[config.mk]
export PLATFORM = sky130hd
export DESIGN_NAME = dpg_gpio
export DESIGN_NICKNAME = d
export VERILOG_FILES = /design/src/pkg/dpg_pkg.sv /design/src/design/dpg_gpio.sv /design/src/design/dpg_pin_sync.sv
export SDC_FILE = /design/constraint.sdc
export NUM_CORES = 1
export LEC_CHECK = 0
export BUFFER_PORTS_ARGS = -buffer_cell sky130_fd_sc_hd__buf_2
export CAP_MARGIN = 0
export CORE_MARGIN = 2
export CORE_UTILIZATION = 51
export DETAILED_ROUTE_END_ITERATION = 8
export PLACE_DENSITY = 0.85
export SLEW_MARGIN = 20
export SYNTH_ARGS = -nofsm -noshare
export SYNTH_HDL_FRONTEND = slang
export SYNTH_SLANG_ARGS = --single-unit
[constraint.sdc]
create_clock -name clk_i -period 4.56 [get_ports clk_i]
set_input_delay 0.456 -clock clk_i [delete_from_list [all_inputs] [get_ports clk_i]]
set_output_delay 0.456 -clock clk_i [all_outputs]
set_load 0.01 [all_outputs]
[src/pkg/dpg_pkg.sv]
package dpg_pkg;
    localparam int WIDE_WIDTH   = 8;
    localparam int NARROW_WIDTH = 2;
    localparam int ADDR_WIDTH   = 8;

    // Register byte addresses (word indices times four)
    localparam logic [7:0] WIDE_LATCH_IDX    = 8'h03;
    localparam logic [7:0] NARROW_LATCH_IDX  = 8'h08;
    localparam logic [7:0] WIDE_DIR_IDX      = 8'h07;
    localparam logic [7:0] WIDE_PULLUP_IDX   = 8'h0C;
    localparam logic [7:0] NARROW_DIR_IDX    = 8'h0B;
    localparam logic [7:0] PERIPH_CTRL_IDX   = 8'h10;

    localparam logic [ADDR_WIDTH-1:0] WIDE_LATCH_ADDR   = ADDR_WIDTH'({WIDE_LATCH_IDX, 2'b00});
    localparam logic [ADDR_WIDTH-1:0] NARROW_LATCH_ADDR = ADDR_WIDTH'({NARROW_LATCH_IDX, 2'b00});
    localparam logic [ADDR_WIDTH-1:0] WIDE_DIR_ADDR     = ADDR_WIDTH'({WIDE_DIR_IDX, 2'b00});
    localparam logic [ADDR_WIDTH-1:0] WIDE_PULLUP_ADDR  = ADDR_WIDTH'({WIDE_PULLUP_IDX, 2'b00});
    localparam logic [ADDR_WIDTH-1:0] NARROW_DIR_ADDR   = ADDR_WIDTH'({NARROW_DIR_IDX, 2'b00});
    localparam logic [ADDR_WIDTH-1:0] PERIPH_CTRL_ADDR  = ADDR_WIDTH'({PERIPH_CTRL_IDX, 2'b00});

    // Peripheral control fields
    localparam int SERIAL_EN_BIT = 0;

    // Reset values
    localparam logic [7:0] WIDE_DIR_RST    = 8'h00;
    localparam logic [7:0] WIDE_PULLUP_RST = 8'h00;
    localparam logic [1:0] NARROW_DIR_RST  = 2'h0;
    localparam logic [7:0] WIDE_LATCH_RST  = 8'h00;
    localparam logic [1:0] NARROW_LATCH_RST = 2'h0;
    localparam logic       SERIAL_EN_RST   = 1'b0;

    // Narrow port pin roles
    localparam int NARROW_TX_PIN = 0;
    localparam int NARROW_RX_PIN = 1;
endpackage
[src/design/dpg_gpio.sv]
// Functional notes
// - Reset clears all eight wide-port direction bits so every wide pin starts as an input.
// - A wide-port direction bit of 1 enables its pin's output buffer and 0 disables it.
// - Reading the wide latch address returns the latch for output pins and the sampled pin for input pins.
// - Writes to either data latch always store, whatever the direction, without touching sampled input.
// - A wide-port pullup is on only while its enable bit is 1 and its direction bit is 0.
// - Each of the eight wide pins has its own writable pullup enable bit, 1 connects and 0 disconnects.
// - The narrow port has two pins, each with a read/write latch and its own direction bit.
// - While the serial interface owns the narrow pins, direction bits do not set drive but still steer reads.
// - With the serial enable set, narrow pin 1 feeds the serial receiver; otherwise it is plain I/O.
// - With the serial enable set, narrow pin 0 is driven by the serial transmitter; otherwise plain I/O.
// - Reset clears both narrow direction bits, and a direction bit of 1 means output, 0 input.
// - Reading the narrow latch address returns latch bits for outputs and sampled pins for inputs.
// - Wide pins claimed by the synchronous serial or timer peripherals take direction from the peripheral.
//
// Design decision made here: the Wishbone interface to the registers.
`timescale 1ns/10ps
module dpg_gpio #(
    parameter int WIDE_W   = dpg_pkg::WIDE_WIDTH,
    parameter int NARROW_W = dpg_pkg::NARROW_WIDTH
) (
    input  wire logic                         clk_i,
    input  wire logic                         rst_i,
    // Classic Wishbone slave
    input  wire logic                         wb_cyc_i,
    input  wire logic                         wb_stb_i,
    input  wire logic                         wb_we_i,
    input  wire logic [dpg_pkg::ADDR_WIDTH-1:0] wb_adr_i,
    input  wire logic [3:0]                   wb_sel_i,
    input  wire logic [31:0]                  wb_dat_i,
    output logic      [31:0]                  wb_dat_o,
    output logic                              wb_ack_o,
    output logic                              wb_err_o,
    // Wide port pins
    input  wire logic [WIDE_W-1:0]            wide_port_pin_n_i,
    output logic      [WIDE_W-1:0]            wide_port_pin_n_o,
    output logic      [WIDE_W-1:0]            wide_port_pin_n_oe_o,
    output logic      [WIDE_W-1:0]            wide_port_pullup_o,
    // Peripheral takeover of wide pins
    input  wire logic [WIDE_W-1:0]            wide_periph_own_i,
    input  wire logic [WIDE_W-1:0]            wide_periph_out_i,
    input  wire logic [WIDE_W-1:0]            wide_periph_oe_i,
    // Narrow port pins
    input  wire logic [NARROW_W-1:0]          narrow_port_pin_n_i,
    output logic      [NARROW_W-1:0]          narrow_port_pin_n_o,
    output logic      [NARROW_W-1:0]          narrow_port_pin_n_oe_o,
    // Serial interface hookup
    input  wire logic                         serial_tx_i,
    output logic                              serial_rx_o,
    output logic                              serial_interface_enable_o
);
    initial begin
        if (WIDE_W != dpg_pkg::WIDE_WIDTH || NARROW_W != dpg_pkg::NARROW_WIDTH) begin
            $error("dpg_gpio: port widths are fixed at 8 and 2");
        end
    end

    // Register state
    logic [WIDE_W-1:0]   wide_port_latch_reg;
    logic [WIDE_W-1:0]   wide_port_direction_reg;
    logic [WIDE_W-1:0]   wide_port_pullup_enables_reg;
    logic [NARROW_W-1:0] narrow_port_latch_reg;
    logic [NARROW_W-1:0] narrow_port_direction_reg;
    logic                serial_interface_enable_reg;
    logic [31:0]         rd_data_reg;
    logic                ack_reg;
    logic                err_reg;

    // Output flops
    logic [WIDE_W-1:0]   wide_out_reg;
    logic [WIDE_W-1:0]   wide_oe_reg;
    logic [WIDE_W-1:0]   wide_pu_reg;
    logic [NARROW_W-1:0] narrow_out_reg;
    logic [NARROW_W-1:0] narrow_oe_reg;
    logic                serial_rx_reg;

    // Synchronised pin levels
    logic [WIDE_W-1:0]   wide_pin_sync;
    logic [NARROW_W-1:0] narrow_pin_sync;
    logic [WIDE_W+NARROW_W-1:0] all_pins_sync;

    dpg_pin_sync #(
        .WIDTH (WIDE_W + NARROW_W)
    ) dpg_pin_sync_inst (
        .clk_i   (clk_i),
        .rst_i   (rst_i),
        .async_i ({narrow_port_pin_n_i, wide_port_pin_n_i}),
        .sync_o  (all_pins_sync)
    );

    assign wide_pin_sync   = all_pins_sync[WIDE_W-1:0];
    assign narrow_pin_sync = all_pins_sync[WIDE_W+NARROW_W-1:WIDE_W];

    // Per-bit select: latch where the direction bit is 1, pin where 0
    function automatic logic [7:0] read_mux(input logic [7:0] dir, input logic [7:0] latch,
                                            input logic [7:0] pin);
        read_mux = (dir & latch) | (~dir & pin);
    endfunction

    // Apply a byte-lane-0 write to an 8-bit field
    function automatic logic [7:0] lane0_write(input logic [7:0] old_val, input logic [31:0] data,
                                               input logic [3:0] sel);
        lane0_write = sel[0] ? data[7:0] : old_val;
    endfunction

    // Bus decode
    wire bus_req      = wb_cyc_i & wb_stb_i & ~ack_reg & ~err_reg;
    wire bus_wr       = bus_req & wb_we_i;
    wire hit_wlatch   = wb_adr_i == dpg_pkg::WIDE_LATCH_ADDR;
    wire hit_nlatch   = wb_adr_i == dpg_pkg::NARROW_LATCH_ADDR;
    wire hit_wdir     = wb_adr_i == dpg_pkg::WIDE_DIR_ADDR;
    wire hit_wpu      = wb_adr_i == dpg_pkg::WIDE_PULLUP_ADDR;
    wire hit_ndir     = wb_adr_i == dpg_pkg::NARROW_DIR_ADDR;
    wire hit_ctrl     = wb_adr_i == dpg_pkg::PERIPH_CTRL_ADDR;
    wire hit_any      = hit_wlatch | hit_nlatch | hit_wdir | hit_wpu | hit_ndir | hit_ctrl;

    // Zero-extended narrow fields so the mux function serves both ports
    wire [7:0] n_dir8   = {6'h00, narrow_port_direction_reg};
    wire [7:0] n_latch8 = {6'h00, narrow_port_latch_reg};
    wire [7:0] n_pin8   = {6'h00, narrow_pin_sync};

    wire [7:0] wide_rd   = read_mux(wide_port_direction_reg, wide_port_latch_reg, wide_pin_sync);
    wire [7:0] narrow_rd = read_mux(n_dir8, n_latch8, n_pin8);

    wire [7:0] rd_byte =
        hit_wlatch ? wide_rd :
        hit_nlatch ? narrow_rd :
        hit_wdir   ? wide_port_direction_reg :
        hit_wpu    ? wide_port_pullup_enables_reg :
        hit_ndir   ? n_dir8 :
        hit_ctrl   ? {7'h00, serial_interface_enable_reg} :
                     8'h00;

    // Next-state values
    wire [7:0] wlatch_wdata = lane0_write(wide_port_latch_reg, wb_dat_i, wb_sel_i);
    wire [7:0] nlatch_wdata = lane0_write(n_latch8, wb_dat_i, wb_sel_i);
    wire [7:0] wdir_wdata   = lane0_write(wide_port_direction_reg, wb_dat_i, wb_sel_i);
    wire [7:0] wpu_wdata    = lane0_write(wide_port_pullup_enables_reg, wb_dat_i, wb_sel_i);
    wire [7:0] ndir_wdata   = lane0_write(n_dir8, wb_dat_i, wb_sel_i);
    wire [7:0] ctrl_wdata   = lane0_write({7'h00, serial_interface_enable_reg}, wb_dat_i, wb_sel_i);

    // Pin drive
    wire [WIDE_W-1:0] wide_oe_next  = (wide_periph_own_i & wide_periph_oe_i) |
                                      (~wide_periph_own_i & wide_port_direction_reg);
    wire [WIDE_W-1:0] wide_out_next = (wide_periph_own_i & wide_periph_out_i) |
                                      (~wide_periph_own_i & wide_port_latch_reg);
    // Pullup follows the enables and the GPIO direction, dropping as soon as a pin's direction bit turns output
    wire [WIDE_W-1:0] wide_pu_next  = wide_port_pullup_enables_reg & ~wide_port_direction_reg;

    // Serial ownership: transmitter drives pin 0, pin 1 is an input to the receiver
    wire [NARROW_W-1:0] narrow_oe_next  = serial_interface_enable_reg ?
                                          NARROW_W'(1 << dpg_pkg::NARROW_TX_PIN) :
                                          narrow_port_direction_reg;
    wire [NARROW_W-1:0] narrow_out_next = serial_interface_enable_reg ?
                                          NARROW_W'({1'b0, serial_tx_i}) :
                                          narrow_port_latch_reg;
    // Receiver idles high while the interface does not own the pin
    wire serial_rx_next = serial_interface_enable_reg ?
                          narrow_pin_sync[dpg_pkg::NARROW_RX_PIN] : 1'b1;

    // Per-register write strobes; an unmapped address raises none of them
    wire wr_wlatch = bus_wr & hit_wlatch;
    wire wr_nlatch = bus_wr & hit_nlatch;
    wire wr_wdir   = bus_wr & hit_wdir;
    wire wr_wpu    = bus_wr & hit_wpu;
    wire wr_ndir   = bus_wr & hit_ndir;
    wire wr_ctrl   = bus_wr & hit_ctrl;

    // Latches store every write, whatever the direction bits say
    always_ff @(posedge clk_i) begin
        if (rst_i) begin
            wide_port_latch_reg <= dpg_pkg::WIDE_LATCH_RST;
        end else if (wr_wlatch) begin
            wide_port_latch_reg <= wlatch_wdata;
        end
    end

    always_ff @(posedge clk_i) begin
        if (rst_i) begin
            narrow_port_latch_reg <= dpg_pkg::NARROW_LATCH_RST;
        end else if (wr_nlatch) begin
            narrow_port_latch_reg <= nlatch_wdata[NARROW_W-1:0];
        end
    end

    // Direction bits clear on reset so no pin drives before software or an owning peripheral asks
    always_ff @(posedge clk_i) begin
        if (rst_i) begin
            wide_port_direction_reg <= dpg_pkg::WIDE_DIR_RST;
        end else if (wr_wdir) begin
            wide_port_direction_reg <= wdir_wdata;
        end
    end

    always_ff @(posedge clk_i) begin
        if (rst_i) begin
            wide_port_pullup_enables_reg <= dpg_pkg::WIDE_PULLUP_RST;
        end else if (wr_wpu) begin
            wide_port_pullup_enables_reg <= wpu_wdata;
        end
    end

    // Upper bits of the write are dropped here, so they always read back as zero
    always_ff @(posedge clk_i) begin
        if (rst_i) begin
            narrow_port_direction_reg <= dpg_pkg::NARROW_DIR_RST;
        end else if (wr_ndir) begin
            narrow_port_direction_reg <= ndir_wdata[NARROW_W-1:0];
        end
    end

    // Serial enable hands the narrow pins to the serial interface
    always_ff @(posedge clk_i) begin
        if (rst_i) begin
            serial_interface_enable_reg <= dpg_pkg::SERIAL_EN_RST;
        end else if (wr_ctrl) begin
            serial_interface_enable_reg <= ctrl_wdata[dpg_pkg::SERIAL_EN_BIT];
        end
    end

    // Bus answer: one wait state, ack or err for one cycle
    always_ff @(posedge clk_i) begin
        if (rst_i) begin
            ack_reg <= 1'b0;
        end else begin
            ack_reg <= bus_req & hit_any;
        end
    end

    always_ff @(posedge clk_i) begin
        if (rst_i) begin
            err_reg <= 1'b0;
        end else begin
            err_reg <= bus_req & ~hit_any;
        end
    end

    // Read data is zero outside a read answer, so no stale byte lingers on the bus
    always_ff @(posedge clk_i) begin
        if (rst_i) begin
            rd_data_reg <= 32'h00000000;
        end else begin
            rd_data_reg <= (bus_req & ~wb_we_i) ? {24'h000000, rd_byte} : 32'h00000000;
        end
    end

    // Pin output flops: pads change one edge after the register that steers them
    always_ff @(posedge clk_i) begin
        if (rst_i) begin
            wide_out_reg <= '0;
        end else begin
            wide_out_reg <= wide_out_next;
        end
    end

    always_ff @(posedge clk_i) begin
        if (rst_i) begin
            wide_oe_reg <= '0;
        end else begin
            wide_oe_reg <= wide_oe_next;
        end
    end

    // Pullup and drive enable update on the same edge, so they never overlap on pins no peripheral owns
    always_ff @(posedge clk_i) begin
        if (rst_i) begin
            wide_pu_reg <= '0;
        end else begin
            wide_pu_reg <= wide_pu_next;
        end
    end

    always_ff @(posedge clk_i) begin
        if (rst_i) begin
            narrow_out_reg <= '0;
        end else begin
            narrow_out_reg <= narrow_out_next;
        end
    end

    always_ff @(posedge clk_i) begin
        if (rst_i) begin
            narrow_oe_reg <= '0;
        end else begin
            narrow_oe_reg <= narrow_oe_next;
        end
    end

    // Receiver input rests at the idle level so a disabled receiver sees no start bit
    always_ff @(posedge clk_i) begin
        if (rst_i) begin
            serial_rx_reg <= 1'b1;
        end else begin
            serial_rx_reg <= serial_rx_next;
        end
    end

    assign wb_dat_o                  = rd_data_reg;
    assign wb_ack_o                  = ack_reg;
    assign wb_err_o                  = err_reg;
    assign wide_port_pin_n_o         = wide_out_reg;
    assign wide_port_pin_n_oe_o      = wide_oe_reg;
    assign wide_port_pullup_o        = wide_pu_reg;
    assign narrow_port_pin_n_o       = narrow_out_reg;
    assign narrow_port_pin_n_oe_o    = narrow_oe_reg;
    assign serial_rx_o               = serial_rx_reg;
    assign serial_interface_enable_o = serial_interface_enable_reg;
endmodule

[src/design/dpg_pin_sync.sv]
`timescale 1ns/10ps
module dpg_pin_sync #(
    parameter int WIDTH = 8
) (
    input  wire logic             clk_i,
    input  wire logic             rst_i,
    input  wire logic [WIDTH-1:0] async_i,
    output logic      [WIDTH-1:0] sync_o
);
    logic [WIDTH-1:0] meta_reg;
    logic [WIDTH-1:0] sync_reg;

    initial begin
        if (WIDTH < 1) begin
            $error("dpg_pin_sync: WIDTH must be at least 1");
        end
    end

    // Two stages; only the second stage is visible outside
    always_ff @(posedge clk_i) begin
        if (rst_i) begin
            meta_reg <= '0;
            sync_reg <= '0;
        end else begin
            meta_reg <= async_i;
            sync_reg <= meta_reg;
        end
    end

    assign sync_o = sync_reg;
endmodule

After elaboration in Yosys (flattened, before gate mapping)
Index checks and enable logic that the tools add are counted.
- flip-flop bits (word level): 112
- input bits: 84
- output and inout bits: 64
- logic and storage cells: 83
- eq/ne operators: 6
- multiplexer cells: 8
- bitwise gates (word level): 40
- reduce and logical (&&, ||, !) cells: 9
- operators with widths (kind ; count):
    bitwise AND 8 bit ; 7
    2-to-1 mux 8 bit ; 4
    equality test 8 x 6 -> 1 bit, second input constant ; 3
    bitwise OR 8 bit ; 3
    NOT 8 bit ; 2
    bitwise AND 1 bit ; 13
    AND reduction 2 bit ; 6
    bitwise AND 8 x 2 -> 8 bit ; 1
    equality test 8 x 4 -> 1 bit, second input constant ; 1
    equality test 8 x 5 -> 1 bit, second input constant ; 1
    equality test 8 x 7 -> 1 bit, second input constant ; 1
    NOT 2 -> 8 bit ; 1
    bitwise OR 2 x 8 -> 8 bit ; 1
    NOT 1 bit ; 6
    OR reduction 2 bit ; 3
    bitwise OR 1 bit ; 5
    2-to-1 mux 1 bit ; 3
    bitwise AND 2 bit ; 1
    2-to-1 mux 2 bit ; 1

Logic depth before layout (Yosys ltp)
Gate-level depths: netlist of run 1.
- word-level depth: 8
- gate-level depth with buffers: 7

Modules after synthesis
A second synthesis of run 1 with hierarchy kept.
- cell total of the unflattened synthesis: 361
- area total of the unflattened synthesis: 3567.2 µm²
- by module, submodules not included (module ; times used ; cells an instance ; area an instance (µm²) ; seq. area each (µm²)):
    dpg_gpio ; 1 ; 319 ; 2949.1 ; 1361.3
    dpg_pin_sync ; 1 ; 42 ; 618.1 ; 400.4

Worst setup path before layout of run 1
No wires, ideal clock.
- path kind: input port to flip-flop
- from: in wb_adr_i[3] in the netlist's numbering
- to: reg rd_data_reg[0], in the netlist wb_dat_o[0]
- data arrival time: 1670 ps
- setup slack: 2804 ps
- stages on the path: 5
- path buffers: 0
- cells stage by stage: or4_4 -> nor3_2 -> o21ai_1 -> a211o_1 -> a221oi_2
- cells in the longest elaborated chain, start to end: 7
- elaborated cells on any way between the ends: 12
- classes of those cells: 6 x eq/ne; 6 x mux
- RTL lines (item ; RTL line ; text):
    from (decl) ; dpg_gpio.sv:28 ; input wire logic [dpg_pkg::ADDR_WIDTH-1:0] wb_adr_i,
    equality test 8 x 7 -> 1 bit ; dpg_gpio.sv:114 ; wire hit_ctrl = wb_adr_i == dpg_pkg::PERIPH_CTRL_ADDR;
    2-to-1 mux 1 bit ; dpg_gpio.sv:131 ; hit_ctrl ? {7'h00, serial_interface_enable_reg} :
    2-to-1 mux 2 bit ; dpg_gpio.sv:130 ; hit_ndir ? n_dir8 :
    2-to-1 mux 8 bit ; dpg_gpio.sv:129 ; hit_wpu ? wide_port_pullup_enables_reg :
    2-to-1 mux 8 bit ; dpg_gpio.sv:128 ; hit_wdir ? wide_port_direction_reg :
    2-to-1 mux 8 bit ; dpg_gpio.sv:127 ; hit_nlatch ? narrow_rd :
    2-to-1 mux 8 bit (*) ; dpg_gpio.sv:126 ; hit_wlatch ? wide_rd :
    to (signal assigned) ; dpg_gpio.sv:243 ; rd_data_reg <= (bus_req & ~wb_we_i) ? {24'h000000, rd_byte} : 32'h00000000;
    to (decl) ; dpg_gpio.sv:65 ; logic [31:0] rd_data_reg;
Mark *: on every way between the ends. The rest lies on a longest branch, timed or not.
A chain may end at the register's enable or synchronous reset.

Final worst setup path of run 1
- from: in wb_adr_i[6] in the netlist's numbering
- to: reg wide_port_direction_reg[5]
- cells in the longest elaborated chain, start to end: 3
- RTL lines (item ; RTL line ; text):
    equality test 8 x 5 -> 1 bit ; dpg_gpio.sv:111 ; wire hit_wdir = wb_adr_i == dpg_pkg::WIDE_DIR_ADDR;
    bitwise AND 1 bit ; dpg_gpio.sv:164 ; wire wr_wdir = bus_wr & hit_wdir;
    AND reduction 2 bit (no line) ; -- ;
    to (signal assigned) ; dpg_gpio.sv:189 ; wide_port_direction_reg <= dpg_pkg::WIDE_DIR_RST;
    to (signal assigned) ; dpg_gpio.sv:191 ; wide_port_direction_reg <= wdir_wdata;
    to (decl) ; dpg_gpio.sv:60 ; logic [WIDE_W-1:0] wide_port_direction_reg;
Every way passes these cells.

==> results of run 1 <==
## critical path, stage by stage
cell	delay [ns]
buf_2	0.13
or3_1	0.40
nor2_1	0.64
nand3_2	0.42
mux2i_1	0.29
nor2_1	0.06
## power groups by stage
stage | Clock (mW) | Combinational, mW | Sequential [mW]
final | 0.562 | 0.0936 | 0.785
after global routing | 0.602 | 0.104 | 0.787
after CTS | 0.574 | 0.0936 | 0.785
after detailed placement | 0 | 0.0933 | 0.803
after global placement | 0 | 0.0911 | 0.803
after floorplan | 0 | 0.0619 | 0.806
## final timing paths
path	to	slack, ns	cells after the start
hold / removal	dpg_pin_sync_inst.meta_reg[0]	0.31	2
setup / recovery	wide_port_direction_reg[5]	2.38	6
hold reg to reg	dpg_pin_sync_inst.sync_o[7]	0.44	1
setup reg to reg	wide_port_latch_reg[1]	2.69	5
## synth_stat cells (2+ instances only)
master    instances  area [sq um]
dfxtp_1          88          1762
nor2_1           62         232.7
mux2i_1          49         490.5
buf_4            24         180.2
nor2b_1          23         143.9
clkbuf_1         13         48.80
o21ai_0          13         65.06
nand2_1           9         33.78
nor3b_1           9         67.56
a22oi_1           7         52.55
a21oi_1           3         15.01
buf_2             3         15.01
or3_1             3         18.77
a221oi_2          2         30.03
and2_1            2         12.51
and3_1            2         12.51
and4bb_1          2         25.02
inv_1             2         7.510
nand3_1           2         10.01
nand3_2           2         20.02
nor3_1            2         10.01
nor3_2            2         20.02
## routing by layer
metal,routed length (microns),track usage
met5,0,0
met4,155,0.08658
met3,504,0.03850
met2,3331,0.3044
met1,2924,0.2509
## area by class of cell
| cell class | count | area [sq um] | share of cell area |
|---|---|---|---|
| clock buffer | 13 | 168.9 | 0.04151 |
| timing repair buffer | 97 | 488.0 | 0.1199 |
| sequential | 88 | 1762 | 0.4330 |
| multi-input combinational | 234 | 1496 | 0.3678 |
| tap | 77 | 96.34 | 0.02368 |
| inverter | 3 | 11.26 | 0.002768 |
| clock inverter | 3 | 46.29 | 0.01138 |
## stage by stage
step	hold WS, ns	total power, mW	worst slack, ns
after global placement	0.4192	0.8940	2.072
final	0.3066	1.441	2.382
after detailed placement	0.4212	0.8966	1.998
after global routing	0.3105	1.493	2.252
after floorplan	0.4138	0.8680	2.804
after CTS	0.3020	1.453	2.387
## cell families (layout without fill, tap and decap cells)
family                 after synthesis  in the layout  share of synthesized area
buffers and inverters               43            116                    0.07448
muxes                               50             50                     0.1464
other                                1             24                   0.001094
DFF                                 88             88                     0.5141
and+or+nand+nor                    130            130                     0.2048
AOI/OAI and AO/OA                   30             30                    0.05914
## cell usage in the layout (no fill, tap or decap), types with 3 or more instances in the layout
| master | instances |
|---|---|
| clkbuf_8 | 12 |
| a22oi_1 | 7 |
| nor2b_1 | 23 |
| nor3b_1 | 9 |
| mux2i_1 | 49 |
| o21ai_0 | 13 |
| nor2_1 | 62 |
| buf_2 | 96 |
| nand2_1 | 9 |
| a21oi_1 | 3 |
| or3_1 | 3 |
| dfxtp_1 | 88 |
| conb_1 | 24 |
==> impl_metrics.tcl, run 1 <==
set metrics [dict create \
    critPathMaxFanout 11 \
    setup_tns_ns 0 \
    synth_seq_cells 88 \
    clkPwrFrac 0.390 \
    grt_pass1_wl_microns 11190 \
    cts_sinks 88 \
    die-height_microns 85.98 \
    status "complete, no violations" \
    hold_start "wide_port_pin_n_i[0]" \
    hold_buffers 0 \
    rsz0062_at_grt "false" \
    postSynth.asyncResetShare 0 \
    cap_violations 0 \
    core_area_sq_um 6422 \
    p_sw_mw 0.3204 \
    maxSlewViolCount 0 \
    cts.path.max_buffers 2 \
    hpwl_microns 4812 \
    row_count 29 \
    wl_per_cell_microns 13.43 \
    synth_cells 342 \
    hp-class "in -> reg" \
    fp.dieW_microns 85.98 \
    fillCellCount 552 \
    ant_nets 0 \
    synth_ff_type "dfxtp_1" \
    htreeDepth 3 \
    clkLatencyLatePin_ns 0.35 \
    yosysSeqAreaShare 0.5141 \
    root_buffer "clkbuf_8" \
    power.density_nw_per_um2 354.2 \
    initial_core_util 0.5336 \
    drt_iter0_drc 160 \
    grt_max_degree 80 \
    io_buffers 96 \
    post_cts_buffers 0 \
    synth_edf_count 0 \
    dpl_cell_area_sq_um 3854 \
    overflow 0 \
    cp-start-kind "input pin" \
    fmax_mhz 459.1 \
    grtUsageTotal 0.1913 \
    die-area_sq_um 7392 \
    fin_cells 515 \
    syn_area_sq_um 3427 \
    cp-startpoint "wb_adr_i[6]" \
    wirelength_microns 6915 \
    antenna_cells 0 \
    internal_power_mw 1.121 \
    vias 2620 \
    worst-slew-pin-transition_ns 0.8180 \
    area_growth_pct 18.73 \
    finalNetCount 517 \
    clkSlewWorstSetupHoldPaths_ns 0.08 \
    first_pass_iters 4 \
    postLayoutCoreUtil 0.6335 \
    critical_path_class "in -> reg" \
    cts_tree "yes" \
    cts-buffers-inserted 9 \
    final_design_area_no_fill_sq_um 4069 \
    critical_path.endpoint_type "register" \
    hold_viol_final 0 \
    final_layout_size_suffix_gt1_frac 0.2808 \
    antenna_found_initial 0 \
    worst_ep_required_time_ns 4.78 \
    relSlewSlack 0.4526 \
    drc 0 \
    setup_viol 0 \
    ctsResizeCount 0 \
    pwr-share-comb 0.065 \
    placedCellCount 499 \
    yosysWarningCount 0 \
    fin_crit_sh 0.4777 \
    p_leak_nw 1.840 \
    skew_ns 0.009471 \
    design.portCount 148 \
    worst_ep_arrival_time_ns 2.39 \
    grt_pass1_vias 2394 \
    synth.distinct_cells 40 \
    gp_congestion 0.8404 \
    vdd_drop_max_v 0.0001495 \
    r2r_start "wb_err_o" \
    period_needed_ns 2.178 \
    syn_area_per_cell_sq_um 10.02 \
    seq_power_share 0.545 \
    vias_per_cell 5.087 \
    switching_share 0.2223 \
]
Note: power is estimated with default switching activity, not from simulation.
==> run 2, diff against run 1 <==
CORE_UTILIZATION = 47   (was 51)
PLACE_DENSITY = 0.79   (was 0.85)
clock period = 2.15 ns   (was 4.56 ns; I/O delays follow)
==> run 2 against run 1 <==
Sequential share of layout area decreased by 0.66 points; setup slack got worse by 1.9 ns; via count decreased by 0.15%; cell area increased by 1.5%; die area increased by 8.1%; sequential cell count unchanged; cell count increased by 5.2%; clock power increased by 110%; first-iteration DRC count decreased by 21%.
==> impl_metrics.tcl, run 2 (synthesized netlist as in run 1, its figures left out) <==
set metrics [dict create \
    fin_crit_sh 0.7683 \
    io_buffers 96 \
    critPathMaxFanout 8 \
    grtUsageTotal 0.1776 \
    rsz0062_at_grt "false" \
    crit_chain "and4bb_1 -> and3_1 -> nand3_2 -> mux2i_1 -> nor2_1" \
    root_buffer "clkbuf_8" \
    hold_viol_final 0 \
    setup_viol 0 \
    finalHoldWorstSlack_ns 0.07629 \
    critical_path_class "reg -> reg" \
    grt_max_degree 79 \
    cap_violations 0 \
    worst_ep_arrival_time_ns 1.86 \
    ant_nets 0 \
    cts.path.max_buffers 2 \
    vias 2616 \
    maxSlewViolCount 0 \
    drc 0 \
    die-height_microns 89.39 \
    p_leak_nw 1.866 \
    critical_path.endpoint_type "register" \
    drt_iter0_drc 127 \
    htreeDepth 3 \
    hp-class "in -> reg" \
    cts-buffers-inserted 9 \
    area_growth_pct 20.55 \
    core_area_sq_um 7137 \
    overflow 0 \
    die-area_sq_um 7991 \
    grt_pass1_vias 2334 \
    hpwl_microns 5145 \
    clkLatencyLatePin_ns 0.35 \
    gp_congestion 0.8944 \
    clkPwrFrac 0.387 \
    internal_power_mw 2.327 \
    post_cts_buffers 0 \
    first_pass_iters 4 \
    wirelength_microns 7158 \
    setup_tns_ns 0 \
    antenna_found_initial 0 \
    fp.dieW_microns 89.39 \
    design.portCount 148 \
    layout_common_cells "buf_2 (96), dfxtp_1 (88), nor2_1 (62)" \
    vias_per_cell 4.827 \
    cp_slowest_cell "dfxtp_1" \
    seq_power_share 0.547 \
    fmax_mhz 605.4 \
    worst_ep_required_time_ns 2.35 \
    period_needed_ns 1.652 \
    pwr-share-comb 0.065 \
    final_common_cell "buf_2" \
    relSlewSlack 0.4945 \
    cts_tree "yes" \
    finalNetCount 522 \
    ctsResizeCount 0 \
    worst-slew-pin-transition_ns 0.7582 \
    hold_buffers 0 \
    final_layout_size_suffix_gt1_frac 0.2912 \
    row_count 31 \
    power.density_nw_per_um2 736.9 \
    vdd_drop_max_v 0.0003165 \
    cp-start-kind "register" \
    switching_share 0.2355 \
    clkSlewWorstSetupHoldPaths_ns 0.09 \
    skew_ns 0.008421 \
    p_sw_mw 0.7170 \
    grt_pass1_wl_microns 10870 \
    cts_sinks 88 \
    crit_family "simple AND/OR/NAND/NOR gates" \
    antenna_cells 0 \
    initial_core_util 0.4802 \
    path_buf_inv 0 \
    status "complete, no violations" \
    wl_per_cell_microns 13.21 \
    critPathMaxStageDelay_ns 0.32 \
]
## run 2: cell count changes in the layout (fill, tap and decap cells not counted)
cell / change
inv_6: +1
buf_4: +5
clkinv_4: +1
inv_8: +1
clkbuf_1: -1
clkbuf_8: -2
## run 2: path summary, 6_finish.rpt
kind / from / to / slack [ns] / cells after the start
setup / recovery: wb_err_o / wide_port_direction_reg[4] / 0.50 / 5
hold reg to reg: dpg_pin_sync_inst.meta_reg[7] / dpg_pin_sync_inst.sync_o[7] / 0.44 / 1
hold / removal: wide_port_pin_n_i[6] / dpg_pin_sync_inst.meta_reg[6] / 0.08 / 2
setup reg to reg: wb_err_o / wide_port_direction_reg[4] / 0.50 / 5
## run 2: power by group through the flow
stage / Combinational [mW] / Clock [mW] / Sequential [mW]
final: 0.199 / 1.18 / 1.67
after global routing: 0.220 / 1.28 / 1.67
after CTS: 0.200 / 1.20 / 1.67
after detailed placement: 0.199 / 0 / 1.71
after global placement: 0.194 / 0 / 1.70
after floorplan: 0.131 / 0 / 1.71
## run 2: routing by layer
layer	GRT usage	vias to the layer above	part of all wire	wire [microns]
met2	0.2909	117	0.48	3410
met5	0	-	0	0
met1	0.2234	1186	0.42	3021
met4	0.07734	0	0.021	148
li1	-	1302	-	-
met3	0.04155	11	0.081	577
## run 2: area by class of cell
class / count / area, sq um
timing repair buffer: 102 / 525.5
inverter: 3 / 11.26
fill: 684 / 3005
clock inverter: 6 / 75.07
tap: 99 / 123.9
clock buffer: 10 / 137.6
multi-input combinational: 234 / 1496
sequential: 88 / 1762
## run 2: stage by stage
stage | cells | instance area [sq um] | worst slack, ns | power (mW) | utilization
2_1_floorplan | 365 | 3513 | 0.6199 | 1.841 | -
3_3_place_gp | 526 | 3919 | 0.3736 | 1.897 | 0.5491
3_5_place_dp | 526 | 3919 | 0.2940 | 1.904 | 0.5491
4_1_cts | 542 | 4131 | 0.4668 | 3.065 | 0.5789
5_1_grt | 542 | 4131 | 0.3890 | 3.169 | 0.5789
6_report | 542 | 4131 | 0.4981 | 3.044 | 0.5789
